## src/hdl/cic_pkg.sv

```systemverilog
// package: constants, types and helpers for the cascadable interrupt controller
// How it works
// [RULE_01] nested mode blocks lower priority than in-service
// [RULE_02] special mask blocks only in-service sources
// [RULE_03] mask register still gates each line
// [RULE_04] acknowledge sets in-service bit, master and slave
// [RULE_05] master ignores cascaded input while it is in service
// [RULE_06] special nested master passes equal or higher
// [RULE_07] host: slave end, read in-service, then master
// [RULE_08] host: special nested mode only in master
// [RULE_09] poll read replaces the acknowledge sequence
// [RULE_10] host masks its interrupt input before polling
// [RULE_11] cascade reaches sixty-four levels, more by polling
// [RULE_12] init words at setup, operation words afterwards
// [RULE_13] two locations: address, data and sequence select
// [RULE_14] read command selects register for next read
// [RULE_15] mask register readable directly
// [RULE_16] two consecutive locations per module
// [RULE_17] host initialises both before enabling interrupts
// [RULE_18] sequencer; out-of-order write leaves it lost
// [RULE_19] first init word restarts the sequencer
// [RULE_20] first init word: low address zero, bit four
// [RULE_21] first init word clears mask, modes, defaults
// [RULE_22] words two, three, four follow in order
// [RULE_23] word three only in cascade mode
// [RULE_24] type is five base bits plus line
// [RULE_25] word four only when flagged in word one
package cic_pkg;
  localparam int         NLINE           = 8;
  localparam int         LW              = 3;
  localparam int         INIT1_SEL_BIT   = 4;
  localparam int         INIT1_LEVEL_BIT = 3;
  localparam int         INIT1_SNGL_BIT  = 1;
  localparam int         INIT1_W4_BIT    = 0;
  localparam int         INIT4_SFNM_BIT  = 4;
  localparam int         INIT4_AEOI_BIT  = 1;
  localparam int         OPER3_SEL_BIT   = 3;
  localparam int         OPER2_SPEC_BIT  = 6;
  localparam int         OPER2_EOI_BIT   = 5;
  localparam int         OPER3_ESMM_BIT  = 6;
  localparam int         OPER3_SMM_BIT   = 5;
  localparam int         OPER3_POLL_BIT  = 2;
  localparam int         OPER3_RR_BIT    = 1;
  localparam int         OPER3_RIS_BIT   = 0;
  localparam int         BASE_LSB        = 3;
  localparam int         CAS_LEVELS      = 64;
  localparam logic [7:0] SLAVE_ID_DEF    = 8'h07;
  localparam logic [2:0] SPUR_LVL        = 3'h7;
  localparam logic [7:0] MASK_RST        = 8'h00;
  localparam logic [3:0] POLL_PAD        = 4'h0;

  typedef struct packed {
    logic       wr;
    logic       rd;
    logic       addr_low;
    logic [7:0] data;
  } cic_host_t;

  typedef struct packed {
    logic first;
    logic second;
  } cic_ack_t;

  typedef struct packed {
    logic level_mode;
    logic single;
    logic need4;
    logic sfnm;
    logic aeoi;
  } cic_cfg_t;

  typedef enum logic [5:0] {
    seq_reset = 6'h01,
    seq_w2    = 6'h02,
    seq_w3    = 6'h04,
    seq_w4    = 6'h08,
    seq_run   = 6'h10,
    seq_lost  = 6'h20
  } cic_seq_t;

  // highest priority set bit: {found, line}; line 0 is highest
  function automatic logic [3:0] cic_first(input logic [7:0] v);
    cic_first = 4'h0;
    for (int i = NLINE - 1; i >= 0; i--) begin
      if (v[i]) begin
        cic_first = {1'b1, 3'(i)};
      end
    end
  endfunction

  function automatic logic [7:0] cic_dec(input logic [2:0] l);
    cic_dec = 8'h01 << l;
  endfunction
endpackage

```

## src/hdl/cic_edge.sv

```systemverilog
// request line synchronisers, edge or level detection and request register
`timescale 1ns/100ps
module cic_edge (
  input  wire logic       mclk,
  input  wire logic       sys_rst,
  input  wire logic [7:0] ir_pin,
  input  wire logic       level_mode,
  input  wire logic       edge_clr,
  input  wire logic [7:0] irr_clr,
  output wire logic [7:0] irr
);
  import cic_pkg::*;

  ////////////////////////////////////////////////////////////////////////////
  generate
    for (genvar g = 0; g < NLINE; g++) begin : g_line
      logic s1_ff;
      logic s2_ff;
      logic prev_ff;
      logic irr_ff;
      wire  rise    = s2_ff & ~prev_ff;
      // set wins over clear so an edge during acknowledge is kept
      wire  nxt_irr = level_mode ? s2_ff : ((irr_ff & ~irr_clr[g]) | rise);
      assign irr[g] = irr_ff;
      always_ff @(posedge mclk or posedge sys_rst) begin
        if (sys_rst) begin
          s1_ff   <= 1'b0;
          s2_ff   <= 1'b0;
          prev_ff <= 1'b1;
          irr_ff  <= 1'b0;
        end else begin
          s1_ff <= ir_pin[g];
          s2_ff <= s1_ff;
          // after a restart a line in edge mode must go low before it counts again
          prev_ff <= edge_clr ? 1'b1 : s2_ff; // [RULE_21]
          irr_ff  <= edge_clr ? 1'b0 : nxt_irr; // [RULE_21]
        end
      end
    end
  endgenerate
endmodule

```

## src/hdl/cic_prio.sv

```systemverilog
// priority resolver: masking, nesting and special modes
`timescale 1ns/100ps
module cic_prio (
  input  wire logic [7:0] irr,
  input  wire logic [7:0] mask,
  input  wire logic [7:0] isr,
  input  wire logic       smm,
  input  wire logic       sfnm,
  output wire logic       hit,
  output wire logic [2:0] lvl
);
  import cic_pkg::*;

  wire [3:0] top_isr = cic_first(isr);
  wire [7:0] blk;

  ////////////////////////////////////////////////////////////////////////////
  generate
    for (genvar g = 0; g < NLINE; g++) begin : g_blk
      wire nest_blk = sfnm ? (3'(g) > top_isr[2:0])   // [RULE_06]
                           : (3'(g) >= top_isr[2:0]); // [RULE_01] [RULE_05]
      assign blk[g] = smm ? isr[g] : (top_isr[LW] & nest_blk); // [RULE_02]
    end
  endgenerate

  wire [7:0] pend = irr & ~mask & ~blk; // [RULE_03]
  wire [3:0] win  = cic_first(pend);

  assign hit = win[LW];
  assign lvl = win[2:0];
endmodule

```

## src/hdl/cic_ctrl.sv

```systemverilog
// one controller module: command words, sequencing, acknowledge, poll, reads
`timescale 1ns/100ps
module cic_ctrl (
  input  wire logic              mclk,
  input  wire logic              sys_rst,
  input  wire cic_pkg::cic_host_t host,
  input  wire cic_pkg::cic_ack_t  ack,
  input  wire logic              cfg_is_master,
  input  wire logic [7:0]        ir_pin,
  input  wire logic [2:0]        cas_in,
  output logic [7:0]             rd_data,
  output logic                   int_req,
  output logic [2:0]             cas_out,
  output logic                   cas_oe,
  output logic [7:0]             ack_type,
  output logic                   ack_type_vld,
  output logic                   init_done,
  output logic                   init_lost
);
  import cic_pkg::*;

  cic_seq_t   seq_ff;
  cic_seq_t   nxt_seq;
  cic_cfg_t   cfg_ff;
  logic [4:0] base_ff;
  logic [7:0] casmap_ff;
  logic [7:0] mask_ff;
  logic [7:0] isr_ff;
  logic       smm_ff;
  logic       rsel_ff;
  logic       poll_ff;
  logic       ack_pend_ff;
  logic       drive_ff;
  logic [2:0] ack_lvl_ff;
  logic [7:0] rd_data_ff;
  logic [7:0] ack_type_ff;
  logic       ack_type_vld_ff;
  logic [2:0] cas_out_ff;
  logic       cas_oe_ff;
  logic       int_req_ff;
  logic       init_done_ff;
  logic       init_lost_ff;
  logic [7:0] irr;
  logic       hit;
  logic [2:0] lvl;

  ////////////////////////////////////////////////////////////////////////////
  // address and data decode
  wire is_run  = (seq_ff == seq_run);
  wire in_init = (seq_ff == seq_w2) | (seq_ff == seq_w3) | (seq_ff == seq_w4);
  wire wr_lo   = host.wr & ~host.addr_low; // [RULE_13] [RULE_16]
  wire wr_hi   = host.wr & host.addr_low;  // [RULE_13] [RULE_16]
  wire is_w1   = wr_lo & host.data[INIT1_SEL_BIT]; // [RULE_20]
  wire is_ow   = wr_lo & ~host.data[INIT1_SEL_BIT];
  wire is_o1   = is_run & wr_hi; // [RULE_12]
  wire is_o2   = is_run & is_ow & ~host.data[OPER3_SEL_BIT]; // [RULE_12]
  wire is_o3   = is_run & is_ow & host.data[OPER3_SEL_BIT];  // [RULE_12]
  wire wr_w2   = (seq_ff == seq_w2) & wr_hi;
  wire wr_w3   = (seq_ff == seq_w3) & wr_hi;
  wire wr_w4   = (seq_ff == seq_w4) & wr_hi;

  wire       cascade   = ~cfg_ff.single;
  wire       as_master = ~cascade | cfg_is_master;
  // nesting relief only makes sense where slaves hang below
  wire       sfnm_on   = cfg_ff.sfnm & cascade & cfg_is_master;
  wire [2:0] slave_id  = casmap_ff[2:0];

  ////////////////////////////////////////////////////////////////////////////
  // request register and resolver
  wire [7:0] isr_set;

  cic_edge u_edge (
    .mclk       (mclk),
    .sys_rst    (sys_rst),
    .ir_pin     (ir_pin),
    .level_mode (cfg_ff.level_mode),
    .edge_clr   (is_w1),
    .irr_clr    (isr_set),
    .irr        (irr)
  );

  cic_prio u_prio (
    .irr  (irr),
    .mask (mask_ff),
    .isr  (isr_ff),
    .smm  (smm_ff),
    .sfnm (sfnm_on),
    .hit  (hit),
    .lvl  (lvl)
  );

  ////////////////////////////////////////////////////////////////////////////
  // acknowledge, poll and end of service
  wire       take_first = ack.first & is_run & as_master;
  wire [2:0] ack_lvl    = hit ? lvl : SPUR_LVL;
  // a cascaded line hands the type over to the addressed slave
  wire       to_slave   = take_first & hit & cascade & casmap_ff[lvl]; // [RULE_11]
  // slave claims on the second pulse, while the master address stands
  wire       slave_take = ack.second & is_run & ~as_master & (cas_in == slave_id);
  wire       poll_rd    = host.rd & poll_ff & is_run; // [RULE_09]
  wire       grab       = hit & (take_first | slave_take | poll_rd);
  assign     isr_set    = grab ? cic_dec(lvl) : 8'h00; // [RULE_04] [RULE_09]

  wire [3:0] top_isr  = cic_first(isr_ff);
  wire       eoi_spec = host.data[OPER2_SPEC_BIT];
  wire [2:0] eoi_lvl  = eoi_spec ? host.data[2:0] : top_isr[2:0];
  wire       eoi_hit  = is_o2 & host.data[OPER2_EOI_BIT] & (eoi_spec | top_isr[LW]);
  wire       sec_own  = ack.second & ack_pend_ff;
  wire       aeoi_hit = sec_own & cfg_ff.aeoi & drive_ff;
  wire [7:0] isr_clr  = (eoi_hit ? cic_dec(eoi_lvl) : 8'h00)
                      | (aeoi_hit ? cic_dec(ack_lvl_ff) : 8'h00);
  // set wins: a new acknowledge of a line being ended keeps its bit
  wire [7:0] nxt_isr  = (isr_ff & ~isr_clr) | isr_set;

  wire       type_go  = (sec_own & drive_ff) | slave_take;
  wire [2:0] type_lvl = slave_take ? ack_lvl : ack_lvl_ff;

  ////////////////////////////////////////////////////////////////////////////
  // read path
  wire [7:0] poll_word = {hit, POLL_PAD, lvl};
  wire [7:0] stat_word = rsel_ff ? isr_ff : irr; // [RULE_14]
  wire [7:0] rd_mux    = poll_ff ? poll_word
                       : host.addr_low ? mask_ff : stat_word; // [RULE_15]

  ////////////////////////////////////////////////////////////////////////////
  // initialisation sequencer
  always_comb begin
    nxt_seq = seq_ff;
    if (is_w1) begin
      nxt_seq = seq_w2; // [RULE_19]
    end else begin
      unique case (seq_ff)
        seq_reset, seq_run, seq_lost: begin
          nxt_seq = seq_ff;
        end
        seq_w2: begin
          if (wr_hi) begin
            nxt_seq = cascade ? seq_w3 : (cfg_ff.need4 ? seq_w4 : seq_run); // [RULE_23]
          end else if (wr_lo) begin
            nxt_seq = seq_lost; // [RULE_18]
          end
        end
        seq_w3: begin
          if (wr_hi) begin
            nxt_seq = cfg_ff.need4 ? seq_w4 : seq_run; // [RULE_25]
          end else if (wr_lo) begin
            nxt_seq = seq_lost; // [RULE_18]
          end
        end
        seq_w4: begin
          if (wr_hi) begin
            nxt_seq = seq_run; // [RULE_22]
          end else if (wr_lo) begin
            nxt_seq = seq_lost; // [RULE_18]
          end
        end
        default: begin
          nxt_seq = seq_lost;
        end
      endcase
    end
  end
  always_ff @(posedge mclk or posedge sys_rst) begin
    if (sys_rst) begin
      seq_ff       <= seq_reset;
      init_done_ff <= 1'b0;
      init_lost_ff <= 1'b0;
    end else begin
      seq_ff       <= nxt_seq;
      init_done_ff <= (nxt_seq == seq_run);
      init_lost_ff <= (nxt_seq == seq_lost);
    end
  end

  ////////////////////////////////////////////////////////////////////////////
  // initialisation words
  always_ff @(posedge mclk or posedge sys_rst) begin
    if (sys_rst) begin
      cfg_ff    <= '0;
      base_ff   <= '0;
      casmap_ff <= SLAVE_ID_DEF;
    end else if (is_w1) begin
      cfg_ff.level_mode <= host.data[INIT1_LEVEL_BIT];
      cfg_ff.single     <= host.data[INIT1_SNGL_BIT];
      cfg_ff.need4      <= host.data[INIT1_W4_BIT]; // [RULE_25]
      cfg_ff.sfnm       <= 1'b0;
      cfg_ff.aeoi       <= 1'b0;
      casmap_ff         <= SLAVE_ID_DEF; // [RULE_21]
    end else if (wr_w2) begin
      base_ff <= host.data[7:BASE_LSB]; // [RULE_24]
    end else if (wr_w3) begin
      casmap_ff <= host.data; // [RULE_23]
    end else if (wr_w4) begin
      cfg_ff.sfnm <= host.data[INIT4_SFNM_BIT];
      cfg_ff.aeoi <= host.data[INIT4_AEOI_BIT];
    end
  end

  ////////////////////////////////////////////////////////////////////////////
  // operation words
  always_ff @(posedge mclk or posedge sys_rst) begin
    if (sys_rst) begin
      mask_ff <= MASK_RST;
      smm_ff  <= 1'b0;
      rsel_ff <= 1'b0;
      poll_ff <= 1'b0;
    end else if (is_w1) begin
      mask_ff <= MASK_RST; // [RULE_21]
      smm_ff  <= 1'b0;     // [RULE_21]
      rsel_ff <= 1'b0;     // [RULE_21]
      poll_ff <= 1'b0;
    end else begin
      if (is_o1) begin
        mask_ff <= host.data;
      end
      if (is_o3 & host.data[OPER3_ESMM_BIT]) begin
        smm_ff <= host.data[OPER3_SMM_BIT]; // [RULE_02]
      end
      if (is_o3 & host.data[OPER3_RR_BIT]) begin
        rsel_ff <= host.data[OPER3_RIS_BIT]; // [RULE_14]
      end
      // a poll covers exactly the next read, whichever location
      if (is_o3 & host.data[OPER3_POLL_BIT]) begin
        poll_ff <= 1'b1;
      end else if (host.rd) begin
        poll_ff <= 1'b0;
      end
    end
  end

  ////////////////////////////////////////////////////////////////////////////
  // in-service, acknowledge and outputs
  always_ff @(posedge mclk or posedge sys_rst) begin
    if (sys_rst) begin
      isr_ff      <= 8'h00;
      ack_pend_ff <= 1'b0;
      drive_ff    <= 1'b0;
      ack_lvl_ff  <= 3'h0;
      cas_out_ff  <= 3'h0;
      cas_oe_ff   <= 1'b0;
    end else begin
      isr_ff <= nxt_isr;
      if (take_first) begin
        ack_pend_ff <= 1'b1;
        drive_ff    <= ~to_slave;
        ack_lvl_ff  <= ack_lvl;
        cas_out_ff  <= to_slave ? lvl : 3'h0; // [RULE_04] [RULE_11]
        cas_oe_ff   <= to_slave;
      end else if (ack.second) begin
        ack_pend_ff <= 1'b0;
        drive_ff    <= 1'b0;
        cas_out_ff  <= 3'h0;
        cas_oe_ff   <= 1'b0;
      end
    end
  end

  always_ff @(posedge mclk or posedge sys_rst) begin
    if (sys_rst) begin
      rd_data_ff      <= 8'h00;
      ack_type_ff     <= 8'h00;
      ack_type_vld_ff <= 1'b0;
      int_req_ff      <= 1'b0;
    end else begin
      if (host.rd) begin
        rd_data_ff <= rd_mux;
      end
      if (type_go) begin
        ack_type_ff <= {base_ff, type_lvl}; // [RULE_24]
      end
      ack_type_vld_ff <= type_go;
      // held off while a master acknowledge runs, so a request drops at the first pulse
      int_req_ff <= (nxt_seq == seq_run) & hit & ~(ack_pend_ff | take_first);
    end
  end
  assign rd_data      = rd_data_ff;
  assign ack_type     = ack_type_ff;
  assign ack_type_vld = ack_type_vld_ff;
  assign cas_out      = cas_out_ff;
  assign cas_oe       = cas_oe_ff;
  assign int_req      = int_req_ff;
  assign init_done    = init_done_ff;
  assign init_lost    = init_lost_ff;
endmodule

```

## config.mk

```make
export PLATFORM = sky130hd
export DESIGN_NAME = cic_ctrl
export DESIGN_NICKNAME = d
export VERILOG_FILES = /design/src/hdl/cic_pkg.sv /design/src/hdl/cic_edge.sv /design/src/hdl/cic_prio.sv /design/src/hdl/cic_ctrl.sv
export SDC_FILE = /design/constraint.sdc
export NUM_CORES = 1
export LEC_CHECK = 0
export ABC_AREA = 0
export CORE_MARGIN = 10
export CORE_UTILIZATION = 32
export DETAILED_ROUTE_END_ITERATION = 7
export DONT_BUFFER_PORTS = 1
export PLACE_DENSITY = 0.56
export SETUP_SLACK_MARGIN = 0.3
export SKIP_LAST_GASP = 1
export SYNTH_ARGS = -nofsm -noshare
export SYNTH_HDL_FRONTEND = slang
export SYNTH_SLANG_ARGS = --single-unit
```

## constraint.sdc

```tcl
create_clock -name mclk -period 4 [get_ports mclk]
set_clock_uncertainty 0.15 [all_clocks]
set_input_delay 0.2 -clock mclk [delete_from_list [all_inputs] [get_ports mclk]]
set_output_delay 0.2 -clock mclk [all_outputs]
set_load 0.03 [all_outputs]
```

==> results of run 1 <==
[state kept, by name, summed over array words and instances (netlist names), 3 cells and up]
signal	flops
ack_lvl_ff	3
casmap_ff	8
isr_ff	8
rd_data	8
seq_ff	6
u_edge.g_line.s1_ff	8
u_edge.g_line.s2_ff	8
cas_out	3
ack_type	8
base_ff	5
mask_ff	8
u_edge.g_line.irr_ff	8
u_edge.g_line.prev_ff	8
cfg_ff	5
[metal layers]
layer  GRT usage, %  up-vias  part of all wire [%]  routed length (um)
li1               -     1892                     -                   -
met1           18.8     2068                    45                6840
met2           22.3       99                    47                7090
met3           2.90       22                   5.6                 844
met4           6.36        0                   2.2                 335
met5              0        -                     0                   0
[critical path, stage by stage (launching register included)]
cell and delay, ns:
dfrtp_1 0.47, nor4_4 0.46, nand3b_1 0.19, a211o_1 0.29
o211ai_1 0.14, a21oi_1 0.13, nor2_1 0.55, mux2i_1 0.38
o22ai_2 0.15, a211o_1 0.28
[stage by stage]
step | power, mW | cells
floorplan | 1.56 | 523
global placement | 1.67 | 721
detailed placement | 1.68 | 721
CTS | 2.75 | 758
global route | 2.85 | 758
finish | 2.72 | 758
[final cells by class]
type / count / area (um^2) / area share, %
clock buffers: 10 / 239 / 4.05
well taps: 216 / 270 / 4.59
repair buffers: 24 / 233 / 3.95
inverters: 24 / 92.6 / 1.57
clock inverters: 6 / 116 / 1.97
flip-flops and latches: 104 / 2620 / 44.4
multi-input cells: 374 / 2330 / 39.5
[synth_stat cells, types with 4 or more instances]
| cell type | n |
|---|---|
| a21oi_1 | 39 |
| nand3_1 | 15 |
| dfrtp_1 | 92 |
| nand2b_1 | 20 |
| mux2i_1 | 21 |
| a211o_1 | 5 |
| a22o_1 | 5 |
| buf_2 | 4 |
| o21ai_0 | 32 |
| mux2_2 | 13 |
| o221ai_1 | 5 |
| nand3b_1 | 5 |
| o21a_1 | 5 |
| clkbuf_1 | 15 |
| o2bb2ai_1 | 5 |
| and2_1 | 4 |
| a211oi_1 | 9 |
| nand2_1 | 49 |
| inv_1 | 23 |
| dfstp_2 | 12 |
| o211ai_1 | 6 |
| nor3_1 | 12 |
| nor2b_1 | 7 |
| o31ai_1 | 4 |
| nor2_1 | 50 |
| o21ai_1 | 9 |
[power by group through the flow]
stage                     Clock (mW)  Combinational (mW)  Sequential (mW)
after floorplan                    0               0.308             1.26
final                           1.03               0.411             1.28
after detailed placement           0               0.384             1.30
after global routing            1.10               0.462             1.29
after CTS                       1.06               0.413             1.28
after global placement             0               0.379             1.29
[cells by family after synthesis]
group                  after synthesis  synth area share, %
AO/OA/AOI/OAI                      145                 18.4
XOR/XNOR                             5                0.854
buffers and inverters               45                 3.68
flip-flops                         104                 51.0
multiplexers                        34                 6.95
AND/OR/NAND/NOR                    190                 19.1
[repair_timing]
action	in CTS	in global routing
gates resized for setup	0	0
hold buffers	21	0
endpoints found under the setup margin	0	0
hold endpoints to repair	104	0
[how the worst max path moves through the flow]
stage / depth (start not counted) / to / from / slack [ns]
final: 9 / cas_oe$_DFFE_PP0P_ / isr_ff[3]$_DFF_PP0_ / 0.70
after floorplan: 1 / ack_lvl_ff[0]$_DFFE_PP0P_ / sys_rst / 0.94
after global placement: 9 / cas_oe$_DFFE_PP0P_ / isr_ff[4]$_DFF_PP0_ / 0.76
after global routing: 9 / cas_oe$_DFFE_PP0P_ / isr_ff[4]$_DFF_PP0_ / 0.51
after detailed placement: 9 / cas_oe$_DFFE_PP0P_ / isr_ff[3]$_DFF_PP0_ / 0.75
after CTS: 9 / cas_oe$_DFFE_PP0P_ / isr_ff[3]$_DFF_PP0_ / 0.70
==> impl_metrics.toml, run 1 <==
[grt]
antenna_found_initial = 0
grt_pass1_vias = 4171
grt_pass1_wl_mm = 24.3
grt_max_degree = 50
grt.overflow.total = 0
track_usage_pct = 14.3

[power]
p_comb_share_pct = 15.1
ir_drop_mv = 0.258
p_leak_nw = 2.54
p_int_mw = 1.95
switching_share_pct = 28.2
seqPwrFrac_pct = 46.9
pwr-share-clk_pct = 38.0
power_density_nw_per_um2 = 462
p_sw_mw = 0.768

[finish]
area_delta_synth_final_pct = 14.9
drive_gt1_share_pct = 11.6
layout_commonest_cell = "dfrtp_1"
fillCellCount = 1605
final_cell_mix = "92 x dfrtp_1, 49 x nand2_1, 49 x nor2_1"
fin_util_pct = 37.4
final_area_um2 = 5890
layout.nets = 564
num_antenna_cells = 0

[worst_hold_path]
hp-class = "input pin to flop"
hold_depth = 3
hold_end = "seq_ff[5]$_DFF_PP0_"
min_from = "host[10]"

[floorplan]
pin_count = 51
die_h_um = 147
die_x_um = 147
num_rows = 46
core_area_um2 = 15800
start_util_pct = 32.5
die-area_um2 = 21500

[yosys]
netlist_instances = 523
synth_nets = 550
async_flop_share_pct = 100
ys_types = 63
synth_top_area_cell = "dfrtp_1"
yosysSeqAreaShare_pct = 51.0
yosysWarnings = 0
synth.avg_cell_area_um2 = 9.81
yosysTopAreaCellShare_pct = 44.9
ys_seq_elements = 104
ys_top_cells_by_area = "dfrtp_1 45%, dfstp_2 6.1%, mux2i_1 4.1%"
synth_edf_count = 0
syn_area_um2 = 5130
ys.flop_type = "dfrtp_1"

[clock_tree]
path_clk_slew_ns = 0.07
cts_setup_buffers = 0
cts_root_buf = "clkbuf_16"
htree_levels = 3
cts_buffers = 9
cts_tree = "yes"
clock_latency_ns = 0.36
clock_path_buffers = 2
clock_sinks = 104

[sta]
final-max-slew-violation-count = 0
worst_slack_ns = 0.697
holdWs_ns = 0.00728
final_hold_viol_count = 0
tightest_slew_ns = 0.706
fin_setup_tns_ns = 0
finalCritPeriodShare_pct = 82.6
fmax_mhz = 303
slew_headroom_pct = 52.6
setup_viol_count_final = 0
rsz0062_at_grt = "false"
finalCriticalPeriod_ns = 3.30

[setup_path]
worstPathMaxFanout = 8
end_kind = "flop"
reg2reg_depth = 9
worstSetupPathType = "flop to flop"
startpoint_type = "flop"
crit_required_ns = 4.10
r2r-start = "isr_ff[3]$_DFF_PP0_"
cp_data_arrival_time_ns = 3.40
r2r_end = "cas_oe$_DFFE_PP0P_"
rrSetupSlack_ns = 0.70

[placement]
dpl_cell_area_um2 = 5330
portBuffers = 0
place_congestion = 0.851
dp_slack_ns = 0.751
dp_hpwl_mm = 10.9

[outcome]
status = "finished clean"

[route]
drt_iter0_drc = 265
vias = 4081
wl_per_cell_um = 19.9
drtAntennaViolNets = 0
drc_errors = 0
drt_first_pass_iters = 5
wirelength_mm = 15.1
viasPerCell = 5.38

[run]
max_cap_violations = 0
Power figures use the tool's default switching activity.
==> run 2: changes to the inputs <==
--- a/config.mk
+++ b/config.mk
@@ -10,7 +10,7 @@
 export CORE_UTILIZATION = 32
 export DETAILED_ROUTE_END_ITERATION = 7
 export DONT_BUFFER_PORTS = 1
-export PLACE_DENSITY = 0.56
+export PLACE_DENSITY = 0.57
 export SETUP_SLACK_MARGIN = 0.3
 export SKIP_LAST_GASP = 1
 export SYNTH_ARGS = -nofsm -noshare
==> constraint.sdc (replaced) <==
create_clock -name mclk -period 2.85 [get_ports mclk]
set_clock_uncertainty 0.15 [all_clocks]
set_input_delay 0.1425 -clock mclk [delete_from_list [all_inputs] [get_ports mclk]]
set_output_delay 0.1425 -clock mclk [all_outputs]
set_load 0.03 [all_outputs]
==> run 2 against run 1 <==
Net effect: largest power group unchanged; final cell count rose by 8.4%; sequential share of layout area fell by 5.9 points; sequential power rose by 40%; clock power rose by 17%; cell area rose by 16%; critical path type unchanged.
==> impl_metrics.toml, run 2 (synthesized netlist as in run 1, its figures left out) <==
[finish]
final_cell_mix = "84 x dfrtp_1, 56 x buf_4, 45 x nand2_1"
layout.nets = 626
fillCellCount = 1542
final_area_um2 = 6830
drive_gt1_share_pct = 32.9
layout_commonest_cell = "dfrtp_1"
area_delta_synth_final_pct = 33.1

[placement]
portBuffers = 0
dp_hpwl_mm = 11.8
dpl_cell_area_um2 = 5560
dp_slack_ns = -0.0910
place_congestion = 0.933

[sta]
tightest_slew_ns = 1.01
fmax_mhz = 367
finalCritPeriodShare_pct = 95.7
slew_headroom_pct = 32.8
fin_setup_tns_ns = 0
holdWs_ns = 0.00799
worst_slack_ns = 0.122
final-max-slew-violation-count = 0
rsz0062_at_grt = "true"
final_hold_viol_count = 0
finalCriticalPeriod_ns = 2.73
setup_viol_count_final = 0

[setup_path]
startpoint_type = "flop"
worstPathMaxFanout = 5
worstSetupPathType = "flop to flop"
end_kind = "flop"
crit_required_ns = 2.93
reg2reg_depth = 8
r2r_end = "isr_ff[7]$_DFF_PP0_"
cp_data_arrival_time_ns = 2.81
rrSetupSlack_ns = 0.12
r2r-start = "seq_ff[3]$_DFF_PP0_"

[grt]
grt_pass1_vias = 4374
track_usage_pct = 15.1
grt.overflow.total = 0
grt_pass1_wl_mm = 25.5
antenna_found_initial = 1
grt_max_degree = 43

[clock_tree]
cts_root_buf = "clkbuf_16"
cts_buffers = 9
htree_levels = 3
path_clk_slew_ns = 0.08
cts_tree = "yes"
clock_sinks = 104
clock_path_buffers = 2
clock_latency_ns = 0.36

[floorplan]
pin_count = 51
die_x_um = 147
die_h_um = 147
num_rows = 46
start_util_pct = 32.5
core_area_um2 = 15800
die-area_um2 = 21500

[route]
drtAntennaViolNets = 0
drt_iter0_drc = 393
drc_errors = 0
wl_per_cell_um = 20.3
vias = 4410
viasPerCell = 5.36
wirelength_mm = 16.7
drt_first_pass_iters = 5

[outcome]
status = "finished clean"

[power]
p_leak_nw = 2.96
power_density_nw_per_um2 = 559
ir_drop_mv = 0.396

[worst_hold_path]
hp-class = "input pin to flop"
hold_end = "rd_data[1]$_DFFE_PP0P_"
min_from = "host[8]"
hold_depth = 4

[run]
max_cap_violations = 0
run 2: changes by cell type in the layout (fill, tap and decap cells not counted), sizes merged:
cell and change:
dlygate4sd3 +3, clkbuf -1, clkinvlp +3, inv +2, diode +2, bufinv -3, clkinv -1, buf +59
run 2: critical path, cell delays in order, from the launching register on:
cell and delay, ns:
dfrtp_1 0.38, or3_4 0.40, or4b_4 0.61, buf_6 0.16, nor3_4 0.17, and4bb_2 0.35
nand2b_4 0.12, nor3_4 0.14, o32ai_2 0.10
run 2: power breakdown:
part           internal [mW]  switching (mW)
clock                  0.611           0.595
combinational          0.365           0.459
sequential              1.62           0.164
total                   2.60            1.22
run 2: area by class of cell:
class | count | area (um^2) | share of cell area [%]
diodes | 2 | 5.00 | 0.0733
clock buffers | 9 | 225 | 3.30
clock inverters | 7 | 63.8 | 0.935
inverters | 24 | 93.8 | 1.37
multi-input cells | 374 | 2800 | 41.0
flip-flops and latches | 104 | 2630 | 38.5
well taps | 216 | 270 | 3.96
repair buffers | 86 | 741 | 10.9
run 2: timing repair:
| item | CTS | global route |
|---|---|---|
| pin swaps | 17 | 39 |
| setup endpoints to repair | 29 | 39 |
| hold buffers | 23 | 1 |
| buffers inserted | 17 | 15 |
| hold endpoints to repair | 83 | 3 |
| gates resized for setup | 52 | 60 |
run 2: how the worst max path moves through the flow:
stage	from	end	slack (ns)	cells after the start
after floorplan	seq_ff[2]$_DFF_PP0_	cas_out[0]$_DFFE_PP0P_	0.23	11
after global placement	smm_ff$_DFFE_PP0P_	cas_oe$_DFFE_PP0P_	-0.08	8
after detailed placement	smm_ff$_DFFE_PP0P_	cas_oe$_DFFE_PP0P_	-0.09	8
after CTS	seq_ff[3]$_DFF_PP0_	isr_ff[7]$_DFF_PP0_	0.18	8
after global routing	isr_ff[2]$_DFF_PP0_	drive_ff$_DFFE_PP0P_	0.02	9
final	seq_ff[3]$_DFF_PP0_	isr_ff[7]$_DFF_PP0_	0.12	8
run 2: per-layer routing:
metal | up-vias | wire, um | GRT usage, %
met5 | - | 13 | 0
met4 | 2 | 502 | 5.41
met3 | 34 | 1170 | 4.45
met2 | 137 | 8020 | 24.8
met1 | 2221 | 7020 | 18.5
li1 | 2016 | - | -
run 2: metrics by stage:
stage          instances  utilization (%)  power, mW
4_1_cts              804             40.8       3.75
5_1_grt              820             43.3       4.00
2_1_floorplan        523                -       2.20
6_report             822             43.3       3.82
3_5_place_dp         748             35.3       2.42
3_3_place_gp         748             35.3       2.41
